`src/hw/pcg_pkg.sv`:
```
// Purpose: Shared constants for the PLL clock generator register block
// Assumes: Byte-wide registers reached over a plain strobe port
// Notes: Register offsets are local choices
package pcg_pkg;
  localparam int ADDR_W = 3;
  localparam logic [2:0] OFS_CONTROL = 3'h0;
  localparam logic [2:0] OFS_BANDWIDTH = 3'h1;
  localparam logic [2:0] OFS_MULT_HIGH = 3'h2;
  localparam logic [2:0] OFS_MULT_LOW = 3'h3;
  localparam logic [2:0] OFS_VCO_RANGE = 3'h4;
  localparam logic [2:0] OFS_REF_DIV = 3'h5;
  // Control register fields
  localparam int CTL_IRQ_EN = 7;
  localparam int CTL_IRQ_FLAG = 6;
  localparam int CTL_POWER_ON = 5;
  localparam int CTL_BASE_SEL = 4;
  localparam int CTL_PRE_HI = 3;
  localparam int CTL_PRE_LO = 2;
  localparam int CTL_VPR_HI = 1;
  localparam int CTL_VPR_LO = 0;
  // Bandwidth register fields
  localparam int BW_AUTO = 7;
  localparam int BW_LOCK = 6;
  localparam int BW_TRACK = 5;
  // Reset values
  localparam logic [11:0] RST_FEEDBACK = 12'h040;
  localparam logic [7:0] RST_VCO_CENTER = 8'h40;
  localparam logic [3:0] RST_REF_DIV = 4'h1;
  localparam logic [1:0] RST_PRESCALE = 2'h0;
  localparam logic [1:0] RST_VCO_POWER = 2'h0;
  // Synchroniser stages on each switch side
  localparam int SWITCH_SYNC_STAGES = 3;
endpackage

```
`src/hw/pcg_regs.sv`:
```
// Purpose: Control and status registers of a PLL clock generator
// Assumes: Source clocks and lock indicator arrive asynchronously
// Notes: Read data valid one cycle after the read strobe
//
// Local design decisions: the register offsets and strobed register access.
`timescale 1ns/1ps
`default_nettype none
module pcg_regs (
  input wire logic i_sys_clk,
  input wire logic i_resetn,
  input wire logic [pcg_pkg::ADDR_W-1:0] i_addr,
  input wire logic [7:0] i_wdata,
  input wire logic i_wr,
  input wire logic i_rd,
  output logic [7:0] o_rdata,
  input wire logic i_oscillator_clock,
  input wire logic i_vco_clock,
  input wire logic i_pll_locked,
  input wire logic i_pll_tracking,
  output logic o_pll_irq,
  output logic o_pll_enable,
  output logic o_base_clock_out,
  output logic o_base_clock_switching,
  output logic o_auto_bandwidth,
  output logic o_tracking_mode,
  output logic [1:0] o_prescale_field,
  output logic [1:0] o_vco_power_range_field,
  output logic [11:0] o_feedback_factor,
  output logic [7:0] o_vco_center_factor,
  output logic [3:0] o_reference_divide_field
);
  //////////////////////////////////////////////////////////////////////////////
  // Register state
  logic pll_irq_enable;
  logic pll_irq_flag;
  logic pll_power_on;
  logic base_clock_select;
  logic [1:0] prescale_field;
  logic [1:0] vco_power_range_field;
  logic auto_bw;
  logic manual_track;
  logic [3:0] feedback_high;
  logic [7:0] feedback_low;
  logic [7:0] vco_center_factor;
  logic [3:0] reference_divide_field;
  logic lock_prev;
  logic vco_driving;

  //////////////////////////////////////////////////////////////////////////////
  // Asynchronous inputs
  logic osc_s;
  logic vco_s;
  logic lock_s;
  logic track_s;
  logic osc_d;
  logic vco_d;

  pcg_sync2 u_sync_osc (
    .i_clk(i_sys_clk),
    .i_resetn(i_resetn),
    .i_level(i_oscillator_clock),
    .o_level(osc_s)
  );
  pcg_sync2 u_sync_vco (
    .i_clk(i_sys_clk),
    .i_resetn(i_resetn),
    .i_level(i_vco_clock),
    .o_level(vco_s)
  );
  pcg_sync2 u_sync_lock (
    .i_clk(i_sys_clk),
    .i_resetn(i_resetn),
    .i_level(i_pll_locked),
    .o_level(lock_s)
  );
  pcg_sync2 u_sync_track (
    .i_clk(i_sys_clk),
    .i_resetn(i_resetn),
    .i_level(i_pll_tracking),
    .o_level(track_s)
  );

  always_ff @(posedge i_sys_clk) begin
    if (!i_resetn) begin
      osc_d <= 1'b0;
      vco_d <= 1'b0;
    end else begin
      osc_d <= osc_s;
      vco_d <= vco_s;
    end
  end

  wire osc_rise = osc_s & ~osc_d;
  // VCO stays quiet unless the loop is actually enabled
  wire vco_rise = vco_s & ~vco_d & o_pll_enable;

  //////////////////////////////////////////////////////////////////////////////
  // Decode
  wire wr_ctl = i_wr && i_addr == pcg_pkg::OFS_CONTROL;
  wire wr_bw = i_wr && i_addr == pcg_pkg::OFS_BANDWIDTH;
  wire wr_mh = i_wr && i_addr == pcg_pkg::OFS_MULT_HIGH;
  wire wr_ml = i_wr && i_addr == pcg_pkg::OFS_MULT_LOW;
  wire wr_vr = i_wr && i_addr == pcg_pkg::OFS_VCO_RANGE;
  wire wr_rd = i_wr && i_addr == pcg_pkg::OFS_REF_DIV;
  wire rd_ctl = i_rd && i_addr == pcg_pkg::OFS_CONTROL;

  wire center_zero = vco_center_factor == 8'h00;
  // Status under auto; manual value forces mode otherwise
  wire lock_view = auto_bw & lock_s;
  wire track_view = auto_bw ? track_s : manual_track;
  wire lock_toggle = auto_bw && (lock_s != lock_prev);

  wire w_power = i_wdata[pcg_pkg::CTL_POWER_ON];
  wire w_select = i_wdata[pcg_pkg::CTL_BASE_SEL];

  // Power-on refuses to clear while select is set or the switch still runs on the VCO;
  // otherwise a handover back to the oscillator would starve of VCO edges and hang
  wire keep_power = base_clock_select || vco_driving;
  wire next_power_on = (keep_power && !w_power) ? 1'b1 : w_power;
  // Select refuses to set while power is off or center factor is zero
  wire next_select = w_select && pll_power_on && !center_zero;
  wire next_irq_enable = auto_bw & i_wdata[pcg_pkg::CTL_IRQ_EN];

  //////////////////////////////////////////////////////////////////////////////
  // Control register
  always_ff @(posedge i_sys_clk) begin
    if (!i_resetn) begin
      pll_irq_enable <= 1'b0;
      pll_power_on <= 1'b1;
      base_clock_select <= 1'b0;
      prescale_field <= pcg_pkg::RST_PRESCALE;
      vco_power_range_field <= pcg_pkg::RST_VCO_POWER;
    end else begin
      if (center_zero) begin
        base_clock_select <= 1'b0;
      end else if (wr_ctl) begin
        base_clock_select <= next_select;
      end
      if (wr_ctl) begin
        pll_power_on <= next_power_on;
        if (auto_bw) begin
          pll_irq_enable <= next_irq_enable;
        end
        // Fields keep value while the loop runs; other bits still update
        if (!pll_power_on) begin
          prescale_field <= i_wdata[pcg_pkg::CTL_PRE_HI:pcg_pkg::CTL_PRE_LO];
          vco_power_range_field <= i_wdata[pcg_pkg::CTL_VPR_HI:pcg_pkg::CTL_VPR_LO];
        end
      end
    end
  end

  // Flag: a toggle in the clearing cycle still wins
  always_ff @(posedge i_sys_clk) begin
    if (!i_resetn) begin
      pll_irq_flag <= 1'b0;
      lock_prev <= 1'b0;
    end else begin
      lock_prev <= lock_s;
      if (!auto_bw) begin
        pll_irq_flag <= 1'b0;
      end else if (lock_toggle) begin
        pll_irq_flag <= 1'b1;
      end else if (rd_ctl) begin
        pll_irq_flag <= 1'b0;
      end
    end
  end

  //////////////////////////////////////////////////////////////////////////////
  // Bandwidth register
  always_ff @(posedge i_sys_clk) begin
    if (!i_resetn) begin
      auto_bw <= 1'b0;
      manual_track <= 1'b0;
    end else if (wr_bw) begin
      auto_bw <= i_wdata[pcg_pkg::BW_AUTO];
      // Hidden copy survives auto mode untouched
      if (!auto_bw) begin
        manual_track <= i_wdata[pcg_pkg::BW_TRACK];
      end
    end
  end

  //////////////////////////////////////////////////////////////////////////////
  // Multiplier, range and divider registers, all frozen while powered
  always_ff @(posedge i_sys_clk) begin
    if (!i_resetn) begin
      feedback_high <= pcg_pkg::RST_FEEDBACK[11:8];
      feedback_low <= pcg_pkg::RST_FEEDBACK[7:0];
      vco_center_factor <= pcg_pkg::RST_VCO_CENTER;
      reference_divide_field <= pcg_pkg::RST_REF_DIV;
    end else if (!pll_power_on) begin
      if (wr_mh) begin
        feedback_high <= i_wdata[3:0];
      end
      if (wr_ml) begin
        feedback_low <= i_wdata;
      end
      if (wr_vr) begin
        vco_center_factor <= i_wdata;
      end
      if (wr_rd) begin
        reference_divide_field <= i_wdata[3:0];
      end
    end
  end

  //////////////////////////////////////////////////////////////////////////////
  // Read path
  wire [7:0] ctl_view = {pll_irq_enable & auto_bw, pll_irq_flag & auto_bw,
                         pll_power_on, base_clock_select, prescale_field,
                         vco_power_range_field};
  wire [7:0] bw_view = {auto_bw, lock_view, track_view, 5'h00};
  logic [7:0] rd_mux;
  always_comb begin
    unique case (i_addr)
      pcg_pkg::OFS_CONTROL: rd_mux = ctl_view;
      pcg_pkg::OFS_BANDWIDTH: rd_mux = bw_view;
      pcg_pkg::OFS_MULT_HIGH: rd_mux = {4'h0, feedback_high};
      pcg_pkg::OFS_MULT_LOW: rd_mux = feedback_low;
      pcg_pkg::OFS_VCO_RANGE: rd_mux = vco_center_factor;
      pcg_pkg::OFS_REF_DIV: rd_mux = {4'h0, reference_divide_field};
      default: rd_mux = 8'h00;
    endcase
  end

  always_ff @(posedge i_sys_clk) begin
    if (!i_resetn) begin
      o_rdata <= 8'h00;
    end else if (i_rd) begin
      o_rdata <= rd_mux;
    end else begin
      o_rdata <= 8'h00;
    end
  end

  //////////////////////////////////////////////////////////////////////////////
  // Clock selector
  pcg_clock_switch u_switch (
    .i_sys_clk(i_sys_clk),
    .i_resetn(i_resetn),
    .i_select_vco(base_clock_select),
    .i_osc_rise(osc_rise),
    .i_vco_rise(vco_rise),
    .o_active_vco(vco_driving),
    .o_switching(o_base_clock_switching),
    .o_base_clock(o_base_clock_out)
  );

  //////////////////////////////////////////////////////////////////////////////
  // Outputs to the analog loop; zero feedback and divider codes map to one
  wire [11:0] feedback_raw = {feedback_high, feedback_low};
  assign o_pll_irq = pll_irq_flag & pll_irq_enable & auto_bw;
  assign o_pll_enable = pll_power_on & ~center_zero;
  assign o_auto_bandwidth = auto_bw;
  assign o_tracking_mode = track_view;
  assign o_prescale_field = prescale_field;
  assign o_vco_power_range_field = vco_power_range_field;
  assign o_feedback_factor = (feedback_raw == 12'h000) ? 12'h001 : feedback_raw;
  assign o_vco_center_factor = vco_center_factor;
  assign o_reference_divide_field = (reference_divide_field == 4'h0) ? 4'h1
                                  : reference_divide_field;
endmodule
`default_nettype wire

```
`src/hw/pcg_sync2.sv`:
```
// Purpose: Two-flop level synchroniser
// Assumes: Input is a level from another domain
// Notes: First stage feeds only the second
`timescale 1ns/1ps
`default_nettype none
module pcg_sync2 (
  input wire logic i_clk,
  input wire logic i_resetn,
  input wire logic i_level,
  output logic o_level
);
  logic stage1;
  always_ff @(posedge i_clk) begin
    if (!i_resetn) begin
      stage1 <= 1'b0;
      o_level <= 1'b0;
    end else begin
      stage1 <= i_level;
      o_level <= stage1;
    end
  end
endmodule
`default_nettype wire

```
`src/hw/pcg_clock_switch.sv`:
```
// Purpose: Glitch-free selector between oscillator and VCO, then divide by two
// Assumes: Both source clocks are sampled as slow signals on the system clock
// Notes: Output holds static while the handover settles
`timescale 1ns/1ps
`default_nettype none
module pcg_clock_switch #(
  parameter int STAGES = pcg_pkg::SWITCH_SYNC_STAGES
) (
  input wire logic i_sys_clk,
  input wire logic i_resetn,
  input wire logic i_select_vco,
  input wire logic i_osc_rise,
  input wire logic i_vco_rise,
  output logic o_active_vco,
  output logic o_switching,
  output logic o_base_clock
);
  // Each side counts its own source edges so the wait is in source cycles
  logic [$clog2(STAGES + 1)-1:0] osc_count;
  logic [$clog2(STAGES + 1)-1:0] vco_count;
  logic pending;
  wire want_change = i_select_vco != o_active_vco;
  wire counts_done = (osc_count == ($clog2(STAGES + 1))'(STAGES))
                  && (vco_count == ($clog2(STAGES + 1))'(STAGES));
  wire src_rise = o_active_vco ? i_vco_rise : i_osc_rise;

  always_ff @(posedge i_sys_clk) begin
    if (!i_resetn) begin
      pending <= 1'b0;
      osc_count <= '0;
      vco_count <= '0;
      o_active_vco <= 1'b0;
    end else if (!want_change) begin
      pending <= 1'b0;
      osc_count <= '0;
      vco_count <= '0;
    end else if (counts_done) begin
      o_active_vco <= i_select_vco;
      pending <= 1'b0;
      osc_count <= '0;
      vco_count <= '0;
    end else begin
      pending <= 1'b1;
      if (i_osc_rise && osc_count != ($clog2(STAGES + 1))'(STAGES)) begin
        osc_count <= osc_count + 1'b1;
      end
      if (i_vco_rise && vco_count != ($clog2(STAGES + 1))'(STAGES)) begin
        vco_count <= vco_count + 1'b1;
      end
    end
  end

  // Divide by two on the active source; frozen while a change is wanted
  always_ff @(posedge i_sys_clk) begin
    if (!i_resetn) begin
      o_base_clock <= 1'b0;
    end else if (!want_change && src_rise) begin
      o_base_clock <= ~o_base_clock;
    end
  end

  assign o_switching = pending | want_change;
endmodule
`default_nettype wire

```
`config.mk`:
```
export PLATFORM = sky130hd
export DESIGN_NAME = pcg_regs
export DESIGN_NICKNAME = d
export VERILOG_FILES = /design/src/hw/pcg_pkg.sv /design/src/hw/pcg_regs.sv /design/src/hw/pcg_sync2.sv /design/src/hw/pcg_clock_switch.sv
export SDC_FILE = /design/constraint.sdc
export NUM_CORES = 1
export LEC_CHECK = 0
export ABC_CLOCK_PERIOD_IN_PS = 1600
export BUFFER_PORTS_ARGS = -buffer_cell sky130_fd_sc_hd__buf_2
export CAP_MARGIN = 0
export CORE_MARGIN = 1.5
export CORE_UTILIZATION = 50
export CTS_BUF_LIST = sky130_fd_sc_hd__clkbuf_4 sky130_fd_sc_hd__clkbuf_8 sky130_fd_sc_hd__clkbuf_16
export DETAILED_ROUTE_END_ITERATION = 8
export GPL_TIMING_DRIVEN = 1
export HOLD_SLACK_MARGIN = 0.08
export PLACE_DENSITY = 0.76
export SETUP_SLACK_MARGIN = 0.3
export SYNTH_ARGS = -nofsm -noshare
export SYNTH_HDL_FRONTEND = slang
export SYNTH_SLANG_ARGS = --single-unit
```
`constraint.sdc`:
```
create_clock -name i_sys_clk -period 1.6 [get_ports i_sys_clk]
set_input_delay 0.08 -clock i_sys_clk [delete_from_list [all_inputs] [get_ports i_sys_clk]]
set_output_delay 0.08 -clock i_sys_clk [all_outputs]
set_load 0.02 [all_outputs]
```
==> impl_results.md, run 1 <==
* Outcome: finished, final reports clean
* Final Hold Viols at 0
* Asr flop ratio synth at 0
* Layout cell share with drive strength beyond 1 at 0.367
* Post-synthesis sequential area ratio at 0.459
* Clock Path Buffers at 2
* Slew @ Worst Pin at 0.490 ns
* Fillers at 414
* Die area at 0.00568 mm2
* Worst-path maximum fanout at 2
* DR vias at 2302
* Initial antenna violation count at 0
* Yosys warning count at 0
* Largest net degree at the start of global routing at 21
* Vias in the first global route at 2164
* RePlAce Congestion at 0.772
* Leak at 1.51 nW
* Final TNS setup at 0 ns
* IO Count at 61
* Max Cap Viol at 0
* Worst setup SP type: register
* Final design area excluding fillers at 0.00354 mm2
* Count of different cell masters after synthesis at 42
* GRT overflow at 0
* Crit. End Element: output pin
* Class of the worst hold path: primary input to register
* Clk_skew at 0.0106 ns
* Fin. max-slew vios at 0
* Top cell type's share of synthesized area at 0.459
* Tot GR Track Use at 0.241
* Highest clock rate at 0.688 GHz
* Core Region at 0.00507 mm2
* DRC at 0
* Die Span Y at 75.4 um
* H-Tree Depth at 3
* Cell Pwr Density at 907 mW/mm2
* Post-synth EDFFs at 0
* Final period util at 0.908
* Via density at 5.20
* Area Growth Syn to Fin at 35.1%
* RSZ-0062 raised after global routing: yes
* CTS buffer count at 9
* DRT Pass-1 Iters at 6
* Number of DRC markers in iteration 0 at 146
* GR Util met2 at 0.404
* Relative slew slack at 0.673
* Mapped Nets at 311
* Final setup vio count at 0
* GRT met1 Usage at 0.300
* Final Instance Count excl. Fillers at 443
* Most frequent cell after synthesis: dfxtp_1
* Most crowded layer after global routing: met2
* Largest cells by area after synthesis: dfxtp_1 (46%), mux2i_1 (8.4%), nand2_1 (4.9%)
* Clock transition at path regs at 0.07 ns
* Final Core Density at 0.697
* Detail Placement HPWL at 4.42 mm
* DP Area at 0.00301 mm2
* Cells after Synth at 289
* IO Port Bufs at 60
* Die width at 75.4 um
* Critical Path RT at 1.52 ns
* DP Cell Count at 407
* Num Clock Sinks at 60
* Seq cells post-synth at 60
* Final antenna diode count at 0
* WL final at 6.43 mm
* Crit Path Class: register to output pin
* Register-to-register setup slack at 0.22 ns
* First-pass GRT wire length at 10.1 mm
* Wirelength per Cell at 14.5 um
* Final Critical Period at 1.45 ns
* # rows at 26
* CTS tree: done
* Clock root cell: clkbuf_8
* Synth Cell Area at 0.00262 mm2
* Worst-Skew Late Latency at 0.33 ns
* Fin nets at 390
* Top_reg_cell synth: dfxtp_1
* Synth cell count leaders: dfxtp_1 (60), nand2_1 (34), mux2i_1 (22), nand3_1 (22), clkbuf_1 (19)
* Initial core utilization at 0.516
* CP arrival at 1.37 ns
* Syn Area/Cell at 9.06 um2
* Antenna-violating nets left at 0
* Grt met3 use at 0.0688
* Worst IR Drop VDD at 0.000653 V
* Area leader, netlist: dfxtp_1
==> sequential cells by signal, indices dropped and copies added (netlist names), 4 cells and up <==
signal / flops
o_vco_center_factor: 8
o_rdata: 8
feedback_high: 4
feedback_low: 8
reference_divide_field: 4
==> cells in the final DEF (no fill, tap or decap), drive strengths merged, types with 13 or more instances in the layout <==
| cell | synthesis | final |
|---|---|---|
| nor2b | 14 | 14 |
| nand2 | 34 | 34 |
| buf | 10 | 85 |
| a21boi | 15 | 15 |
| a21oi | 15 | 15 |
| and2 | 14 | 14 |
| nand3 | 22 | 22 |
| mux2i | 22 | 22 |
| nor2 | 13 | 13 |
| dfxtp | 60 | 60 |
==> layer usage <==
layer	vias up	wire (um)	part of all wire
met4	0	62	0.0096
met2	69	3160	0.49
li1	1145	-	-
met1	1080	2840	0.44
met5	-	0	0
met3	8	361	0.056
==> layout make-up <==
class,instances,area [um2],share of cell area
Clock buffer,11,139,0.0393
Clock inverter,5,77.6,0.0219
Inverter,3,11.3,0.00318
Multi-Input combinational cell,197,1360,0.384
Sequential cell,60,1230,0.348
Tap cell,70,87.6,0.0248
Timing Repair Buffer,97,631,0.178
==> metrics by stage <==
stage | hold WS (ns) | total power (W) | setup WS, ns
floorplan | 0.205 | 0.00166 | 0.164
global placement | 0.285 | 0.00173 | 0.225
detailed placement | 0.291 | 0.00174 | 0.196
CTS | 0.0835 | 0.00323 | 0.138
global route | 0.0988 | 0.00332 | 0.0718
finish | 0.0935 | 0.00321 | 0.147
==> cells by family (layout without fill, tap and decap cells) <==
group	Yosys count	after routing	synth area share
AOI/OAI and AO/OA	44	44	0.110
adders and majority gates	3	3	0.0143
xor gates and xnor gates	3	3	0.0100
muxes	25	25	0.0999
buffers and inverters	32	116	0.0592
DFF	60	60	0.459
and+or+nand+nor	122	122	0.247
==> what timing repair did <==
action                                  4_1_cts  5_1_grt
setup buffers                                 7        1
hold buffers                                 12        0
endpoints found under the setup margin       20       27
pin swaps                                     9        4
endpoints found under the hold margin        27        0
gates resized for setup                      30       12
==> final timing paths <==
| check | start | endpoint | cells past startpoint |
|---|---|---|---|
| worst max-delay path | o_vco_center_factor[6]$_SDFFE_PN1P_ | o_pll_enable | 4 |
| worst max register to register | o_auto_bandwidth$_SDFFE_PN0N_ | o_rdata[5]$_SDFF_PN0_ | 4 |
| worst min register to register | u_sync_lock.stage1$_SDFF_PN0_ | u_sync_lock.o_level$_SDFF_PN0_ | 1 |
| worst min-delay path | i_rd | pll_irq_flag$_SDFFE_PN0P_ | 4 |
==> power breakdown <==
part,total (W),switching (W),internal [W]
registers,0.00151,0.00000866,0.00150
logic,0.000218,0.000114,0.000104
clock network,0.00148,0.000574,0.000906
==> worst max-delay path, cell delays in order, from the launching register on <==
cell	delay, ns
dfxtp_4	0.35
nor4_4	0.30
nand2_1	0.11
and2_4	0.16
buf_6	0.12
Power figures use the tool's default switching activity.
==> inputs of run 2 (changes only) <==
--- a/config.mk
+++ b/config.mk
@@ -9,13 +9,14 @@
 export BUFFER_PORTS_ARGS = -buffer_cell sky130_fd_sc_hd__buf_2
 export CAP_MARGIN = 0
 export CORE_MARGIN = 1.5
-export CORE_UTILIZATION = 50
+export CORE_UTILIZATION = 30
 export CTS_BUF_LIST = sky130_fd_sc_hd__clkbuf_4 sky130_fd_sc_hd__clkbuf_8 sky130_fd_sc_hd__clkbuf_16
 export DETAILED_ROUTE_END_ITERATION = 8
 export GPL_TIMING_DRIVEN = 1
 export HOLD_SLACK_MARGIN = 0.08
-export PLACE_DENSITY = 0.76
+export PLACE_DENSITY = 0.5
 export SETUP_SLACK_MARGIN = 0.3
 export SYNTH_ARGS = -nofsm -noshare
 export SYNTH_HDL_FRONTEND = slang
+export SYNTH_HIERARCHICAL = 1
 export SYNTH_SLANG_ARGS = --single-unit
==> run 2 against run 1 <==
  * First-iteration DRC count is 35% lower
  * Clock skew is 0.0026 ns lower
  * Die area is 70% higher
  * Utilization is 28 points lower
  * Largest power group unchanged
  * Total power is 2.9% lower
  * Sequential power hardly changed
  * Synthesized area is 3.9% higher
  * Cell area is 2.9% higher
  * Critical path depth is 2 higher
  * Maximum frequency is 6.0% lower
==> impl_results.md, run 2 <==
* Outcome: finished, final reports clean
* Largest cells by area after synthesis: dfxtp_1 (44%), mux2i_1 (6.3%), nand2_1 (3.9%)
* Area Growth Syn to Fin at 33.7%
* Crit Path Class: register to register
* Crit. End Element: register
* Clock Path Buffers at 2 (unchanged)
* Post-synth EDFFs at 0 (unchanged)
* Max stage delay on crit path at 0.36 ns (about the same)
* Worst setup SP type: register
* Commonest non-fill, non-tap cell in the layout: buf_2
* Post-Synth Simple-Gate Area at 0.242 (-0.00519)
* Initial antenna violation count at 0 (unchanged)
* IO Port Bufs at 60 (unchanged)
* Final antenna diode count at 0 (unchanged)
* Max Cap Viol at 0 (unchanged)
* Final TNS setup at 0 ns (unchanged)
* P_int at 0.00233 W (-7.2%)
* Crit path cell chain: nor4_4 -> nand2_1 -> and4b_1 -> and3_4 -> nor3_2 -> and3b_1
* Crit-path leading delay family: simple AND/OR/NAND/NOR gates
* Fillers at 869 (+110%)
* Asr flop ratio synth at 0 (unchanged)
* Worst setup margin at 0.0542 ns (-0.0930 ns)
* Worst reg2reg path startpoint: o_vco_center_factor[0]$_SDFFE_PN0P_
* Final setup vio count at 0 (unchanged)
* Worst-Skew Late Latency at 0.34 ns (about the same)
* Slowest cell on crit path: dfxtp_4
* Tot GR Track Use at 0.159 (-0.0818)
* IO Count at 61 (unchanged)
* Final Critical Period at 1.55 ns (+0.0930 ns)
* Cells on worst reg2reg path at 6 (+2)
* Core Region at 0.00876 mm2 (+73%)
* Critical Path Stages at 6 (+2)
* FF-to-FF End: u_switch/o_base_clock$_SDFFE_PN0P_
* Largest family of logic cells by synthesized area: simple AND/OR/NAND/NOR gates
* Layout cell share with drive strength beyond 1 at 0.391 (+0.0235)
* Fraction of synthesized area in multiplexers at 0.0956 (-0.00422)
* Register-to-register setup slack at 0.05 ns (-0.17 ns)
* DRC at 0 (unchanged)
* Synth cell count leaders: dfxtp_1 (60), nand2_1 (28), clkbuf_1 (22)
* RSZ-0062 raised after global routing: yes
* Via density at 4.89 (-6.0%)
* Detail Placement HPWL at 5.32 mm (+20%)
* Highest clock rate at 0.647 GHz (-6.0%)
* Num Clock Sinks at 60 (unchanged)
* Antenna-violating nets left at 0 (unchanged)
* Die area at 0.00965 mm2 (+70%)
* Class of the worst hold path: primary input to register
* Fin nets at 387 (-0.77%)
* Fin. max-slew vios at 0 (unchanged)
* Sequential power share at 0.484 (+0.013)
* First-pass GRT wire length at 12.0 mm (+18%)
* Worst setup path endpoint: u_switch/o_base_clock$_SDFFE_PN0P_
* Die width at 98.2 um (+30%)
* DRT Pass-1 Iters at 4 (-2)
* Mapped Nets at 313 (+0.64%)
* Syn Area/Cell at 9.32 um2 (+2.9%)
* Complex-gate fraction of the synthesized area at 0.137 (+0.0271)
* Sw Pwr at 0.000784 W (+13%)
* Vias in the first global route at 2272 (+5.0%)
* RePlAce Congestion at 0.791 (+2.4%)
* Final period util at 0.966 (+0.0581)
* Commonest non-fill, non-tap cells in the layout: buf_2 (56), dfxtp_1 (41), nand2_1 (28)
* Die Span Y at 98.2 um (+30%)
* Final Hold Viols at 0 (unchanged)
* Synth Cell Area at 0.00272 mm2 (+3.9%)
* H-Tree Depth at 3 (unchanged)
* Relative slew slack at 0.587 (-0.0854)
* Worst-path maximum fanout at 2 (unchanged)
* Place WS at 0.0651 ns (-0.131 ns)
* Initial core utilization at 0.311 (-0.205)
* Leak at 1.52 nW (+0.96%)
* Worst IR Drop VDD at 0.000441 V (-32%)
* Wirelength per Cell at 15.4 um (+6.3%)
* Slew @ Worst Pin at 0.619 ns (+0.129 ns)
* Count of different cell masters after synthesis at 47 (+12%)
* CTS buffer count at 9 (unchanged)
* Largest net degree at the start of global routing at 27 (+29%)
* Buf+Inv Stages, Crit Path at 0 (-1)
* Top cell type's share of synthesized area at 0.441 (-0.0173)
* Clock power frac at 0.438 (-0.023)
* Net Sw Frac at 0.252 (+0.0348)
* # rows at 34 (+31%)
* Comb pwr share at 0.079 (+0.011)
* Xor-xnor portion of the synthesized cell area at 0.0129 (+0.00284)
* Number of DRC markers in iteration 0 at 95 (-35%)
* WL final at 7.39 mm (+15%)
* Most frequent cell after synthesis: dfxtp_1
* Clock transition at path regs at 0.07 ns (about the same)
* Critical Path RT at 1.84 ns (+0.32 ns)
* Final Instance Count excl. Fillers at 479 (+8.1%)
* Post-synthesis sequential area ratio at 0.441 (-0.0173)
* Cells after Synth at 292 (+1.0%)
* Hold Crit Start: i_resetn
* Min Hold Slack at 0.146 ns (+0.0530 ns)
* Adder-Cell Fraction of Synth Area at 0.00920 (-0.00514)
* GRT overflow at 0 (unchanged)
* Final Core Density at 0.415 (-0.282)
* Seq cells post-synth at 60 (unchanged)
* Clk_skew at 0.00802 ns (-0.00262 ns)
* Cell Pwr Density at 856 mW/mm2 (-5.6%)
* Crit. Startpoint: o_vco_center_factor[0]$_SDFFE_PN0P_
* Area leader, netlist: dfxtp_1
* DR vias at 2340 (+1.7%)
* Clock root cell: clkbuf_8
* DP Cell Count at 439 (+7.9%)
* CTS tree: done
* CP arrival at 1.78 ns (+0.41 ns)
* Yosys warning count at 6 (+6)
* Top_reg_cell synth: dfxtp_1
-- run 2: tightest hold or removal path: stages --
cell and delay, ns:
buf_2 0.20, nand2_1 0.10, mux2i_1 0.06
-- run 2: what timing repair did --
item / CTS / global route
hold endpoints to repair: 34 / 0
gates resized for setup: 23 / 10
hold buffers: 13 / 0
setup endpoints to repair: 9 / 13
setup buffers: 9 / 2
pin swaps: 6 / 4
-- run 2: final cells by class --
class / instances / area, um2 / area share
Tap cell: 108 / 135 / 0.0371
Sequential cell: 60 / 1250 / 0.343
Timing Repair Buffer: 93 / 606 / 0.166
Inverter: 4 / 17.5 / 0.00481
Clock buffer: 9 / 124 / 0.0340
Clock inverter: 7 / 75.1 / 0.0206
Multi-Input combinational cell: 198 / 1440 / 0.394
-- run 2: worst min path at each step --
| stage | end | slack (ns) | depth (start not counted) |
|---|---|---|---|
| floorplan | u_sync_lock/stage1$_SDFF_PN0_ | 0.20 | 1 |
| global placement | u_sync_track/stage1$_SDFF_PN0_ | 0.28 | 2 |
| finish | pll_irq_enable$_SDFFE_PN0P_ | 0.15 | 3 |
| global route | feedback_low[5]$_SDFFE_PN0P_ | 0.14 | 2 |
| CTS | pll_irq_enable$_SDFFE_PN0P_ | 0.13 | 3 |
| detailed placement | u_sync_lock/stage1$_SDFF_PN0_ | 0.29 | 2 |
-- run 2: power by group through the flow --
stage	clock [W]	sequential [W]	combinational [W]
after global routing	0.00150	0.00151	0.000265
final	0.00136	0.00151	0.000245
after floorplan	0	0.00155	0.000129
after CTS	0.00141	0.00151	0.000242
after detailed placement	0	0.00155	0.000208
after global placement	0	0.00155	0.000207
-- run 2: kinds of logic after synthesis --
kind of cell,count (synthesis)
DFF,60
AOI/OAI and AO/OA,58
adders and majority gates,2
xor gates and xnor gates,4
buffers and inverters,34
and+or+nand+nor,109
muxes,25
-- run 2: through the flow --
step,cell area (um2),power [W]
CTS,3590,0.00316
global placement,3130,0.00176
global route,3640,0.00328
floorplan,2780,0.00168
finish,3640,0.00312
detailed placement,3130,0.00176
-- run 2: layer usage --
layer,share of wire,vias to the layer above,track usage
met5,0,-,0
met3,0.062,9,0.0608
li1,-,1178,-
met1,0.48,1075,0.215
met2,0.44,78,0.234
met4,0.011,0,0.0498
